**src/rtl/lbus_regs.svh**
```systemverilog
// Constants for the multiplexed local bus master signalling block.
// Assumes inclusion by bare name from the package and the design module.
`ifndef LBUS_REGS_SVH
`define LBUS_REGS_SVH
`define LB_WIDTH      32
`define LB_SIZE_LSB   0
`define LB_SIZE_MSB   1
`define LB_ADDR_LSB   2
`define LB_ADDR_MSB   31
`define LB_SIZE_1W    2'h0
`define LB_SIZE_2W    2'h1
`define LB_SIZE_3W    2'h2
`define LB_SIZE_4W    2'h3
`define LB_DATA_RST   32'h00000000
`define LB_DIV_RST    1'h0
`define LB_CNT_RST    2'h0
`define LB_CNT_ONE    2'h1
`endif

```
**src/rtl/lbus_pkg.sv**
```systemverilog
// Types shared by the local bus master signalling block.
// Assumes lbus_regs.svh is on the include path.
`include "lbus_regs.svh"
package lbus_pkg;
   typedef enum logic [2:0] {
      IDLE_CYCLE,
      ADDR_CYCLE,
      XFER_CYCLE,
      WAIT_CYCLE,
      HOLD_CYCLE
   } bus_state_e;

   typedef struct packed {
      logic        write;
      logic        intack;
      logic [29:0] word_addr;
      logic [1:0]  size;
      logic [31:0] wdata;
   } bus_req_s;

   typedef struct packed {
      logic [31:0] o;
      logic        oe;
   } lad_drive_s;
endpackage

```
**src/rtl/local_bus_master_signalling.sv**
```systemverilog
// Master-side sequencer of a multiplexed 32-bit local bus with burst support.
// Assumes mclk is the double-rate system clock and the pad ring resolves enables.
//
// Contract
// - Internal processor clock is the incoming double-rate clock divided by two.
// - Address cycle drives word address on bits 2-31, burst code on bits 0-1.
// - Burst code 00 one, 01 two, 10 three, 11 four words.
// - Data cycles carry 32-bit read data from agent or write data from device.
// - Shared lines float whenever not driving address or write data.
// - Address latch strobe asserted in address cycle, deasserted before data state.
// - Address latch strobe is active low and floats during hold cycles.
// - Address status strobe asserted each address cycle, deasserted in following data cycle.
// - In bursts, address status strobe re-asserts after a cycle with ready asserted.
// - Write/read indicated in address cycle, latched, held through all data cycles.
// - Direction line low for reads and interrupt acknowledges, high for writes.
// - Direction line never changes while transceiver enable is asserted.
// - Missing ready in a data cycle inserts a wait, withholding the status strobe.
// - Active-low transceiver enable asserted in every data and wait cycle.
`timescale 1ns/1ps
`default_nettype none
`include "lbus_regs.svh"
module local_bus_master_signalling
   import lbus_pkg::*;
(
   input  wire logic        mclk,
   input  wire logic        resetn,
   input  wire logic        req_valid,
   input  wire bus_req_s    req,
   input  wire logic        next_wdata_valid,
   input  wire logic [31:0] next_wdata,
   input  wire logic        hold_req,
   input  wire logic        ready_n,
   input  wire logic [31:0] muxed_addr_data_i,
   output var  logic [31:0] muxed_addr_data_o,
   output var  logic        muxed_addr_data_oe,
   output var  logic        addr_latch_n_o,
   output var  logic        addr_latch_n_oe,
   output var  logic        addr_phase_strobe_n,
   output var  logic        write_read,
   output var  logic        transceiver_direction,
   output var  logic        transceiver_enable_n,
   output var  logic        hold_ack,
   output var  logic        req_ready,
   output var  logic        rdata_valid,
   output var  logic [31:0] rdata,
   output var  logic        proc_clk
);
   // ==========================================================================
   // Pin synchronisers
   // ==========================================================================
   // Ready, hold and the shared lines arrive from outside and pass two flip-flops first.
   logic ready_s1_q, ready_s2_q, hold_s1_q, hold_s2_q;
   logic [31:0] lad_s1_q, lad_s2_q;
   always_ff @(posedge mclk or negedge resetn) begin
      if (!resetn) begin
         ready_s1_q <= 1'h1;
         ready_s2_q <= 1'h1;
         hold_s1_q  <= 1'h0;
         hold_s2_q  <= 1'h0;
         lad_s1_q   <= `LB_DATA_RST;
         lad_s2_q   <= `LB_DATA_RST;
      end else begin
         ready_s1_q <= ready_n;
         ready_s2_q <= ready_s1_q;
         hold_s1_q  <= hold_req;
         hold_s2_q  <= hold_s1_q;
         lad_s1_q   <= muxed_addr_data_i;
         lad_s2_q   <= lad_s1_q;
      end
   end
   wire logic ready_ok = !ready_s2_q;

   // ==========================================================================
   // Clock divider and bus sequencer
   // ==========================================================================
   // The bus advances once per internal processor clock, on the divider's phase.
   bus_state_e  state_q, state_d;
   logic        div_q, div_d;
   logic [1:0]  left_q, left_d;
   logic        wr_q, wr_d, ia_q, ia_d, rdy_prev_q, rdy_prev_d;
   logic [31:0] lad_q, lad_d, wbuf_q, wbuf_d, rdata_q, rdata_d;
   logic        lad_oe_q, lad_oe_d, ale_q, ale_d, ale_oe_q, ale_oe_d;
   logic        ads_q, ads_d, den_q, den_d, dtr_q, dtr_d, hlda_q, hlda_d;
   logic        rv_q, rv_d, acc_q, acc_d;

   always_comb begin
      div_d     = !div_q;
      state_d   = state_q;
      left_d    = left_q;
      wr_d      = wr_q;
      ia_d      = ia_q;
      rdy_prev_d = rdy_prev_q;
      wbuf_d    = wbuf_q;
      rdata_d   = rdata_q;
      rv_d      = 1'h0;
      acc_d     = 1'h0;
      if (next_wdata_valid) begin
         wbuf_d = next_wdata;
      end
      if (div_q) begin
         case (state_q)
            IDLE_CYCLE: begin
               if (hold_s2_q) begin
                  state_d = HOLD_CYCLE;
               end else if (req_valid) begin
                  state_d = ADDR_CYCLE;
                  left_d  = req.size;
                  wr_d    = req.write;
                  ia_d    = req.intack;
                  wbuf_d  = req.wdata;
                  acc_d   = 1'h1;
               end
            end
            ADDR_CYCLE: begin
               state_d    = XFER_CYCLE;
               rdy_prev_d = 1'h0;
            end
            XFER_CYCLE, WAIT_CYCLE: begin
               rdy_prev_d = ready_ok;
               if (ready_ok) begin
                  if (!wr_q) begin
                     rdata_d = lad_s2_q;
                     rv_d    = 1'h1;
                  end
                  if (left_q == `LB_CNT_RST) begin
                     state_d = IDLE_CYCLE;
                  end else begin
                     state_d = XFER_CYCLE;
                     left_d  = left_q - `LB_CNT_ONE;
                  end
               end else begin
                  state_d = WAIT_CYCLE;
               end
            end
            HOLD_CYCLE: begin
               if (!hold_s2_q) begin
                  state_d = IDLE_CYCLE;
               end
            end
            default: state_d = IDLE_CYCLE;
         endcase
      end
      // Pin values follow the next state so each pin is valid for its whole cycle.
      lad_d    = `LB_DATA_RST;
      lad_oe_d = 1'h0;
      ale_d    = 1'h1;
      ale_oe_d = (state_d != HOLD_CYCLE);
      ads_d    = 1'h1;
      den_d    = 1'h1;
      dtr_d    = dtr_q;
      hlda_d   = (state_d == HOLD_CYCLE);
      case (state_d)
         ADDR_CYCLE: begin
            lad_d    = {req.word_addr, req.size};
            lad_oe_d = 1'h1;
            // Low in the first half of the address cycle only, so it is high before data.
            ale_d    = !div_q;
            ads_d    = 1'h0;
            dtr_d    = wr_d && !ia_d;
         end
         XFER_CYCLE, WAIT_CYCLE: begin
            lad_d    = wr_q ? wbuf_d : `LB_DATA_RST;
            lad_oe_d = wr_q;
            den_d    = 1'h0;
            dtr_d    = dtr_q;
            // Every data cycle that follows an accepted word opens the next burst word.
            ads_d    = !(state_d == XFER_CYCLE && rdy_prev_d && state_q != ADDR_CYCLE);
         end
         default: begin
         end
      endcase
   end

   always_ff @(posedge mclk or negedge resetn) begin
      if (!resetn) begin
         state_q    <= IDLE_CYCLE;
         div_q      <= `LB_DIV_RST;
         left_q     <= `LB_CNT_RST;
         wr_q       <= 1'h0;
         ia_q       <= 1'h0;
         rdy_prev_q <= 1'h0;
         wbuf_q     <= `LB_DATA_RST;
         rdata_q    <= `LB_DATA_RST;
         lad_q      <= `LB_DATA_RST;
         lad_oe_q   <= 1'h0;
         ale_q      <= 1'h1;
         ale_oe_q   <= 1'h1;
         ads_q      <= 1'h1;
         den_q      <= 1'h1;
         dtr_q      <= 1'h0;
         hlda_q     <= 1'h0;
         rv_q       <= 1'h0;
         acc_q      <= 1'h0;
      end else begin
         state_q    <= state_d;
         div_q      <= div_d;
         left_q     <= left_d;
         wr_q       <= wr_d;
         ia_q       <= ia_d;
         rdy_prev_q <= rdy_prev_d;
         wbuf_q     <= wbuf_d;
         rdata_q    <= rdata_d;
         lad_q      <= lad_d;
         lad_oe_q   <= lad_oe_d;
         ale_q      <= ale_d;
         ale_oe_q   <= ale_oe_d;
         ads_q      <= ads_d;
         den_q      <= den_d;
         dtr_q      <= dtr_d;
         hlda_q     <= hlda_d;
         rv_q       <= rv_d;
         acc_q      <= acc_d;
      end
   end

   assign muxed_addr_data_o     = lad_q;
   assign muxed_addr_data_oe    = lad_oe_q;
   assign addr_latch_n_o        = ale_q;
   assign addr_latch_n_oe       = ale_oe_q;
   assign addr_phase_strobe_n   = ads_q;
   assign write_read            = wr_q;
   assign transceiver_direction = dtr_q;
   assign transceiver_enable_n  = den_q;
   assign hold_ack              = hlda_q;
   assign req_ready             = acc_q;
   assign rdata_valid           = rv_q;
   assign rdata                 = rdata_q;
   assign proc_clk              = div_q;

   // ==========================================================================
   // Assertions
   // ==========================================================================
   // Clock, idle and address cycles.
   AST_DIV: assert property (@(posedge mclk) disable iff (!resetn)
      $past(resetn) |-> proc_clk != $past(proc_clk))
      else $error("Divider did not toggle.");
   AST_ADDR: assert property (@(posedge mclk) disable iff (!resetn)
      (!addr_phase_strobe_n && state_q == ADDR_CYCLE) |-> muxed_addr_data_oe)
      else $error("Address not driven.");
   AST_ALE_ADDR: assert property (@(posedge mclk) disable iff (!resetn)
      (state_q == ADDR_CYCLE && $past(state_q) != ADDR_CYCLE) |-> !addr_latch_n_o)
      else $error("Latch strobe missing at address start.");
   AST_ALE_OFF: assert property (@(posedge mclk) disable iff (!resetn)
      (state_q == ADDR_CYCLE && $past(state_q) == ADDR_CYCLE) |-> addr_latch_n_o)
      else $error("Latch strobe still low before data.");
   AST_ADS_ADDR: assert property (@(posedge mclk) disable iff (!resetn)
      (state_q == ADDR_CYCLE) |-> !addr_phase_strobe_n)
      else $error("Status strobe missing in address cycle.");
   AST_ADS_FIRST: assert property (@(posedge mclk) disable iff (!resetn)
      (state_q == XFER_CYCLE && $past(state_q) == ADDR_CYCLE) |-> addr_phase_strobe_n)
      else $error("Status strobe held into first data cycle.");
   AST_ADS_IDLE: assert property (@(posedge mclk) disable iff (!resetn)
      (state_q == IDLE_CYCLE && $past(state_q) == IDLE_CYCLE) |-> addr_phase_strobe_n)
      else $error("Status strobe while idle.");

   // Bus float, data and wait cycles.
   AST_FLOAT: assert property (@(posedge mclk) disable iff (!resetn)
      (state_q inside {IDLE_CYCLE, HOLD_CYCLE}) && $past(state_q) == state_q
      |-> !muxed_addr_data_oe) else $error("Bus driven when idle.");
   AST_RDFLOAT: assert property (@(posedge mclk) disable iff (!resetn)
      (state_q == XFER_CYCLE && !wr_q && $past(state_q) == XFER_CYCLE)
      |-> !muxed_addr_data_oe) else $error("Bus driven during read.");
   AST_RDATA: assert property (@(posedge mclk) disable iff (!resetn)
      rdata_valid |-> !write_read)
      else $error("Read word delivered during a write.");
   AST_ALE_DATA: assert property (@(posedge mclk) disable iff (!resetn)
      (state_q == XFER_CYCLE && $past(state_q) == XFER_CYCLE) |-> addr_latch_n_o)
      else $error("Latch strobe in data state.");
   AST_DEN: assert property (@(posedge mclk) disable iff (!resetn)
      (state_q inside {XFER_CYCLE, WAIT_CYCLE} && $past(state_q) == state_q)
      |-> !transceiver_enable_n) else $error("Enable missing in data.");
   AST_DTR: assert property (@(posedge mclk) disable iff (!resetn)
      (!transceiver_enable_n && !$past(transceiver_enable_n))
      |-> $stable(transceiver_direction)) else $error("Direction moved.");
   AST_WR: assert property (@(posedge mclk) disable iff (!resetn)
      (state_q inside {XFER_CYCLE, WAIT_CYCLE}) |-> transceiver_direction == (wr_q && !ia_q))
      else $error("Direction disagrees with write.");
   AST_WR_HOLD: assert property (@(posedge mclk) disable iff (!resetn)
      (state_q inside {XFER_CYCLE, WAIT_CYCLE}) |-> $stable(write_read))
      else $error("Write indicator moved during data.");
   AST_WAIT: assert property (@(posedge mclk) disable iff (!resetn)
      (state_q == WAIT_CYCLE && $past(state_q) == WAIT_CYCLE) |-> addr_phase_strobe_n)
      else $error("Status strobe in wait.");
   AST_WAIT_ADS: assert property (@(posedge mclk) disable iff (!resetn)
      (state_q == WAIT_CYCLE) |-> addr_phase_strobe_n)
      else $error("Status strobe after a cycle without ready.");
   AST_ADS_BURST: assert property (@(posedge mclk) disable iff (!resetn)
      (state_q == XFER_CYCLE && $past(state_q) == WAIT_CYCLE) |-> !addr_phase_strobe_n)
      else $error("Status strobe missing after ready.");

   // Hold cycles.
   AST_ALE_HOLD: assert property (@(posedge mclk) disable iff (!resetn)
      (state_q == HOLD_CYCLE && $past(state_q) == HOLD_CYCLE) |-> !addr_latch_n_oe)
      else $error("Latch strobe not floated in hold.");
   AST_HLDA: assert property (@(posedge mclk) disable iff (!resetn)
      hold_ack |-> (!addr_latch_n_oe && !muxed_addr_data_oe))
      else $error("Pins driven while hold is granted.");
   AST_REFUSE: assert property (@(posedge mclk) disable iff (!resetn)
      hold_ack |-> !req_ready)
      else $error("Request accepted during hold.");
endmodule // local_bus_master_signalling
`default_nettype wire

```
**config.mk**
```make
export PLATFORM = sky130hd
export DESIGN_NAME = local_bus_master_signalling
export DESIGN_NICKNAME = d
export VERILOG_FILES = /design/src/rtl/lbus_pkg.sv /design/src/rtl/local_bus_master_signalling.sv
export VERILOG_INCLUDE_DIRS = /design/src /design/src/rtl
export SDC_FILE = /design/constraint.sdc
export NUM_CORES = 1
export LEC_CHECK = 0
export BUFFER_PORTS_ARGS = -buffer_cell sky130_fd_sc_hd__buf_2
export CORE_UTILIZATION = 50
export DETAILED_ROUTE_END_ITERATION = 10
export PLACE_DENSITY = 0.79
export SYNTH_ARGS = -nofsm -noshare
export SYNTH_HDL_FRONTEND = slang
export SYNTH_SLANG_ARGS = --single-unit
export TNS_END_PERCENT = 30
```
**constraint.sdc**
```tcl
create_clock -name mclk -period 1.9 [get_ports mclk]
set_input_delay 0.19 -clock mclk [delete_from_list [all_inputs] [get_ports mclk]]
set_output_delay 0.19 -clock mclk [all_outputs]
set_load 0.02 [all_outputs]
```
==> results of run 1 <==
## per-layer routing
layer,GRT usage [%],vias to the layer above
met1,27.0,2404
met2,43.4,212
li1,-,2173
met4,15.6,0
met3,5.60,56
met5,0,-
## area by class of cell
type	count	area (µm²)	share of cell area (%)
Inverter	38	143	1.54
Antenna cell	3	7.51	0.0808
Timing Repair Buffer	308	2130	22.9
Tap cell	172	215	2.32
Clock inverter	15	130	1.40
Sequential cell	182	4560	49.1
Clock buffer	17	425	4.58
Multi-Input combinational cell	201	1680	18.1
## cell usage in the layout (no fill, tap or decap), types with 2 or more instances in the layout
master,Yosys,final
buf_2,11,209
dfrtp_1,176,175
dlygate4sd3_1,0,79
inv_1,37,37
mux2i_1,35,35
a21oi_1,34,34
a31oi_1,32,32
o2bb2ai_1,32,32
mux2_1,29,29
clkbuf_16,0,19
buf_4,1,9
buf_12,0,8
dfstp_2,6,6
nand2b_1,5,5
mux2_2,5,5
inv_6,0,5
inv_8,0,4
diode_2,0,3
nand2_1,3,3
nor2_1,4,3
clkinvlp_4,0,3
nor2b_1,2,2
nand3b_1,2,2
o21ai_0,2,2
clkinv_2,0,2
## power by group through the flow
stage / sequential, mW / clock [mW] / combinational (mW)
4_1_cts: 5.09 / 3.34 / 3.63
6_report: 5.10 / 3.29 / 3.72
2_1_floorplan: 5.91 / 0 / 1.40
5_1_grt: 5.19 / 3.48 / 4.01
3_5_place_dp: 5.15 / 0 / 3.50
3_3_place_gp: 5.11 / 0 / 3.36
## critical path: stages (launching register included)
cell and delay (ns):
dfrtp_2 0.42, buf_4 0.16, and4bb_4 0.31, nand2_2 0.09, a211oi_4 0.26, buf_4 0.17, mux2_4 0.29
## flip-flops by register name (all words and copies together) (netlist names), 2 cells and up
signal,flops
lad_s2_q,32
left_q,2
state_q,3
muxed_addr_data_o,32
lad_s1_q,32
rdata,32
wbuf_q,32
## timing repair
item,in CTS,in global routing
setup endpoints to repair,0,16
buffers inserted,0,2
resized for setup,0,2
hold buffers,79,0
endpoints found under the hold margin,118,0
## stage by stage
stage | setup slack, ns | util, % | std cells | total power, mW
after global routing | 0.00351 | 73.3 | 934 | 12.7
after global placement | 0.175 | 62.1 | 818 | 8.47
after detailed placement | 0.102 | 62.1 | 818 | 8.65
final | 0.0846 | 73.3 | 936 | 12.1
after CTS | 0.0681 | 72.7 | 929 | 12.1
after floorplan | 0.0566 | - | 450 | 7.31
## path summary, 6_finish.rpt
check                                  start               endpoint  slack (ns)  cells after the start
max in group asynchronous             resetn         addr_latch_n_o        0.99                      3
worst max register to register      proc_clk  transceiver_direction        0.08                      6
min in group asynchronous             resetn           lad_s1_q[28]        0.25                      2
worst min register to register  lad_s1_q[10]           lad_s2_q[10]        0.35                      0
worst min-delay path                 req[32]   muxed_addr_data_o[0]       0.007                      2
worst max-delay path                proc_clk  transceiver_direction        0.08                      6
## kinds of logic (layout without fill, tap and decap cells)
| kind of cell | after synthesis | count (layout) |
|---|---|---|
| fa+ha+maj | 1 | 1 |
| other cells | 0 | 3 |
| compound gates | 106 | 106 |
| flops | 182 | 182 |
| buf+inv | 67 | 378 |
| simple gates | 24 | 24 |
| mux | 70 | 70 |
==> out/metrics.csv, run 1 <==
stage;metric;value;unit
min_path;worst hold path class;in -> reg;
worst_setup_path;highest net fanout along the worst path;6;
sta;setup TNS;0;ns
yosys;Compound-Gate Fraction of Synth Area;11.3;%
yosys;Mapped Cells;450;
yosys;number of synthesized flops with an enable pin;0;
yosys;Synth Flop Type;dfrtp_1;
yosys;top cell type's share of synthesized area;67.3;%
yosys;Synth area leaders;dfrtp_1, mux2i_1, mux2_1;
yosys;post-synth top area cell;dfrtp_1;
grt;vias in the first global route;5100;
drt;drt total wl;16700;µm
sta;fmax;0.551;GHz
drt;Avg Vias per Cell;5.18;
yosys;average size of a mapped cell;14.5;µm²
drt;DRT antenna net count;0;
die;area of the core;12700;µm²
placement;placed cell areas;7860;µm²
clocking;Worst-Skew Late Latency;0.43;ns
clocking;Root Driver;clkbuf_16;
clocking;clock buffer depth;2;
drt;met2 WL;8960;µm
layout;Area Growth Syn to Fin;42.0;%
power_and_ir_drop;Power Density;1300;nW/µm²
drt;WL met1;6280;µm
power_and_ir_drop;switching pwr;4.17;mW
yosys;post-synthesis adder-cell area fraction;0.191;%
yosys;xor and xnor area share after synthesis;0;%
drt;Avg WL per Cell;17.8;µm
drt;Iter 0 DRT Violations;280;
die;row count;41;
yosys;commonest cells in the netlist;dfrtp_1, inv_1, mux2i_1;
drt;max layer used;met4;
placement;Port Buffers;210;
worst_setup_path;crit start category;register;
drt;Routed met3 length;860;µm
yosys;sequential element share of the synthesized area;69.7;%
sta;hold_ws;0.00673;ns
yosys;Synth Area in Simple Gates;2.54;%
sta;final setup violation count;0;
clocking;CTS tree;done;
drt;drt pass-1 iters;4;
worst_setup_path;Worst Setup Path Type;reg -> reg;
power_and_ir_drop;VDD IR-drop max;0.796;mV
sta;fin. max-slew vios;0;
yosys;count leader, synth;dfrtp_1;
yosys;Cell variety after synth;37;
status;outcome;completed;
worst_setup_path;WP data required;2.21;ns
placement;DP HPWL;9850;µm
yosys;Syn Nets;587;
power_and_ir_drop;internal power;7.94;mW
yosys;Yosys Warn Count;0;
sta;Hold Fails Final Rpt;0;
drt;vias post-DR;4845;
die;Ports;211;
clocking;CTS Sinks;182;
die;Vert. Die Dim;116;µm
worst_setup_path;Worst Setup End Kind;register;
die;initial core utilization;51.6;%
die;Die ar.;13500;µm²
sta;Tcrit/Tclk final;95.5;%
layout;Fillers;818;
yosys;post-synthesis mux area share;11.4;%
sta;Final min period;1.82;ns
yosys;Synth async-reset ratio;100;%
yosys;synthesized cell area;6540;µm²
power_and_ir_drop;clock network fraction of total power;27.1;%
clocking;H-Tree Depth;4;
power_and_ir_drop;combinational fraction of design power;30.7;%
job;number of max-cap violations;0;
layout;layout cells sized above 1;37.3;%
drt;DRC viols;0;
sta;RSZ-0062 raised after global routing;false;
clocking;Num CTS Buffers;17;
clocking;Worst-path clk slew;0.07;ns
grt;antenna violations before repair;2;
yosys;Yosys reg bits;182;
sta;skew final;0.00974;ns
power_and_ir_drop;Seq pwr share;42.1;%
worst_setup_path;Crit path arrival time;2.13;ns
layout;Nets;885;
layout;design area;9290;µm²
sta;Worst Tran Pin Value;0.449;ns
grt;total gr overflow;0;
placement;Placer Congestion;0.800;
power_and_ir_drop;sw frac;34.4;%
grt;first-pass GRT wire length;24600;µm
die;Die W;116;µm
grt;Tot GR Track Use;24.7;%
yosys;largest family of logic cells by synthesized area;multiplexers;
grt;largest net degree at the start of global routing;65;
sta;Slew Limit Headroom;69.8;%
power_and_ir_drop;P_leak;4.61;nW
No activity file was read; power rests on OpenSTA's default activity.
==> run 2: changes to the inputs <==
Settings changed: BUFFER_PORTS_ARGS -buffer_cell sky130_fd_sc_hd__buf_2 to unset, CORE_UTILIZATION 50 to 60, DONT_BUFFER_PORTS set to 1, PLACE_DENSITY 0.79 to 0.76.
==> out/metrics.csv, run 2 <==
stage;metric;value;unit;change
yosys;post-synth top area cell;dfrtp_1;;
yosys;synthesized cell area;6540;µm²;unchanged
yosys;Synth async-reset ratio;100;%;unchanged
yosys;Yosys Warn Count;0;;unchanged
clocking;CTS Sinks;182;;unchanged
clocking;clock buffer depth;2;;unchanged
yosys;count leader, synth;dfrtp_1;;
status;Halt Stage;clock tree synthesis;;
clocking;Post-CTS Setup Bufs;0;;unchanged
yosys;Yosys reg bits;182;;unchanged
yosys;Syn Nets;587;;unchanged
clocking;CTS Hold Bufs;122;;+54%
die;Ports;211;;unchanged
yosys;commonest cells in the netlist;dfrtp_1, inv_1, mux2i_1;;
yosys;number of synthesized flops with an enable pin;0;;unchanged
clocking;Root Driver;clkbuf_8;;
placement;DP HPWL;8580;µm;-13%
clocking;H-Tree Depth;4;;unchanged
status;outcome;aborted with a tool error;;
yosys;sequential element share of the synthesized area;69.7;%;unchanged
die;Die W;106;µm;-8.6%
yosys;Synth area leaders;dfrtp_1, mux2i_1, mux2_1;;
yosys;top cell type's share of synthesized area;67.3;%;unchanged
clocking;Post-CTS Resized;0;;unchanged
yosys;Cell variety after synth;37;;unchanged
die;Vert. Die Dim;106;µm;-8.6%
placement;Port Buffers;0;;-100%
placement;Placer Congestion;0.812;;+1.5%
yosys;average size of a mapped cell;14.5;µm²;unchanged
status;error msg;[ERROR RSZ-0060] Max buffer count reached.;;
die;row count;37;;-9.8%
die;initial core utilization;62.5;%;+11 points
yosys;Synth Flop Type;dfrtp_1;;
yosys;Mapped Cells;450;;unchanged
clocking;Num CTS Buffers;17;;unchanged
## run 2: cell counts after synthesis
No cell type changed its count.
## run 2: kinds of logic after synthesis
logic type | count (synthesis) | synth area share [%]
buffers and inverters | 67 | 4.80
muxes | 70 | 11.4
adders and majority gates | 1 | 0.191
AOI/OAI and AO/OA | 106 | 11.3
DFF | 182 | 69.7
and+or+nand+nor | 24 | 2.54
## run 2: through the flow
step                instances  hold WS, ns  area [µm²]  setup slack, ns
floorplan                 450       -0.106        6540           0.0566
global placement          571       -0.102        6700            0.179
detailed placement        571       -0.102        6700           0.0755
==> run 3: changes to the inputs <==
Settings changed: CORE_UTILIZATION 60 to 40, PLACE_DENSITY 0.76 to unset, PLACE_DENSITY_LB_ADDON set to 0.15.
==> out/metrics.csv, run 3 (synthesis gave the netlist of run 1 again) <==
stage;metric;value;unit;change
die;Vert. Die Dim;130;µm;+22%
worst_setup_path;crit start category;register;;
power_and_ir_drop;clock network fraction of total power;30.4;%;
layout;Nets;695;;
worst_setup_path;highest net fanout along the worst path;18;;
sta;Tcrit/Tclk final;95.2;%;
clocking;CTS Sinks;182;;unchanged
placement;dpl cells;653;;+14%
drt;DRC viols;0;;
clocking;CTS tree;done;;
power_and_ir_drop;Total Power;11.5;mW;
layout;commonest cells after routing, fill and taps aside;dfrtp_1, dlygate4sd3_1, inv_1, mux2i_1, a21oi_1;;
worst_setup_path;CP Buf/Inv Count;3;;
worst_setup_path;Worst Setup End Kind;register;;
drt;Avg WL per Cell;18.4;µm;
sta;Hold Fails Final Rpt;182;;
drt;drt total wl;14500;µm;
worst_setup_path;CP max-delay cell;dfrtp_1;;
power_and_ir_drop;sw frac;32.5;%;
die;initial core utilization;41.0;%;-21 points
sta;setup TNS;0;ns;
drt;drt pass-1 iters;4;;
sta;setup slack after layout;0.0921;ns;
min_path;worst hold path class;in -> async;;
placement;DP Worst Slack;0.0869;ns;+0.0114 ns
die;Die W;130;µm;+22%
layout;post-route insts no fill;786;;
clocking;Num CTS Buffers;17;;unchanged
sta;fmax;0.553;GHz;
drt;DRT antenna net count;0;;
grt;total gr overflow;0;;
clocking;CTS Hold Bufs;100;;-18%
grt;vias in the first global route;4101;;
job;number of max-cap violations;0;;
sta;RSZ-0062 raised after global routing;true;;
worst_setup_path;CP cell instances;nand2b_1, buf_4, a2bb2oi_2, a211oi_4, buf_4, buf_12, o2bb2ai_1;;
die;Die ar.;16900;µm²;
grt;largest net degree at the start of global routing;183;;
drt;Avg Vias per Cell;5.03;;
power_and_ir_drop;P_leak;3.81;nW;
sta;Final min period;1.81;ns;
layout;commonest non-fill, non-tap cell in the layout;dfrtp_1;;
clocking;Worst-Skew Late Latency;0.42;ns;
placement;Placer Congestion;0.797;;-1.8%
drt;Iter 0 DRT Violations;179;;
power_and_ir_drop;Seq pwr share;52.0;%;
worst_setup_path;crit-path max cell delay;0.39;ns;
worst_setup_path;WP data required;2.23;ns;
worst_setup_path;critical path's most frequent cell;buf_4;;
worst_setup_path;delay-heaviest family, CP;compound AO/OA/AOI/OAI gates;;
sta;Slew Limit Headroom;71.5;%;
clocking;clock buffer depth;2;;unchanged
clocking;Root Driver;clkbuf_16;;
placement;DP HPWL;9030;µm;+5.2%
status;outcome;finished, violations left;;
layout;layout cells sized above 1;12.5;%;
worst_setup_path;Crit path arrival time;2.14;ns;
grt;first-pass GRT wire length;21900;µm;
sta;fin. max-slew vios;0;;
sta;final setup violation count;0;;
power_and_ir_drop;VDD IR-drop max;0.627;mV;
die;row count;46;;+24%
layout;Area Growth Syn to Fin;29.1;%;
status;violated checks;negative hold slack;;
power_and_ir_drop;Power Density;1370;nW/µm²;
sta;hold_ws;-0.535;ns;
sta;Worst Tran Pin Value;0.423;ns;
layout;antenna cells;0;;
power_and_ir_drop;combinational fraction of design power;17.6;%;
placement;Port Buffers;0;;unchanged
die;Ports;211;;unchanged
power_and_ir_drop;switching pwr;3.75;mW;
power_and_ir_drop;internal power;7.79;mW;
worst_setup_path;Worst Setup Path Type;reg -> reg;;
sta;skew final;0.00713;ns;
die;area of the core;15900;µm²;
clocking;Worst-path clk slew;0.07;ns;
grt;antenna violations before repair;0;;
clocking;H-Tree Depth;4;;unchanged
drt;vias post-DR;3951;;
grt;Tot GR Track Use;17.6;%;
-- run 3: repair_timing --
item	4_1_cts	5_1_grt
hold endpoints to repair	284	182
setup buffers	0	2
resized for setup	0	1
endpoints found under the setup margin	0	12
-- run 3: power by group through the flow --
stage / clock (mW) / sequential (mW) / combinational [mW]
2_1_floorplan: 0 / 5.91 / 1.40
3_3_place_gp: 0 / 6.08 / 1.78
3_5_place_dp: 0 / 6.09 / 1.84
4_1_cts: 3.63 / 6.02 / 2.02
5_1_grt: 3.77 / 6.11 / 2.24
6_report: 3.51 / 6.00 / 2.04
-- run 3: per-stage QoR --
step | util, % | instance area (µm²)
2_1_floorplan | - | 6540
3_3_place_gp | 42.9 | 6830
3_5_place_dp | 42.9 | 6830
4_1_cts | 52.9 | 8430
5_1_grt | 53.0 | 8450
6_report | 53.0 | 8450
-- run 3: path summary, 6_finish.rpt --
kind / depth (start not counted) / start / to / slack [ns]
max in group asynchronous: 0 / resetn / ready_s2_q / 2.12
min: 0 / resetn / lad_s1_q[5] / -0.54
max: 7 / state_q[2] / muxed_addr_data_o[20] / 0.09
min in group mclk: 4 / next_wdata[4] / wbuf_q[4] / 0.06
min reg2reg: 0 / lad_s1_q[14] / lad_s2_q[14] / 0.35
max reg2reg: 7 / state_q[2] / muxed_addr_data_o[20] / 0.09
-- run 3: layout make-up --
cell class	count	area, µm²
fill	1323	7500
multi-input combinational	201	1680
clock buffer	20	457
sequential	182	4560
timing repair buffer	118	1200
tap	216	270
clock inverter	11	140
inverter	38	143
-- run 3: per-layer routing --
metal / vias up / routed length (µm) / GRT usage, %
li1: 1798 / - / -
met1: 1991 / 5850 / 20.1
met2: 141 / 7350 / 29.7
met3: 21 / 975 / 6.19
met4: 0 / 299 / 8.07
met5: - / 0 / 0
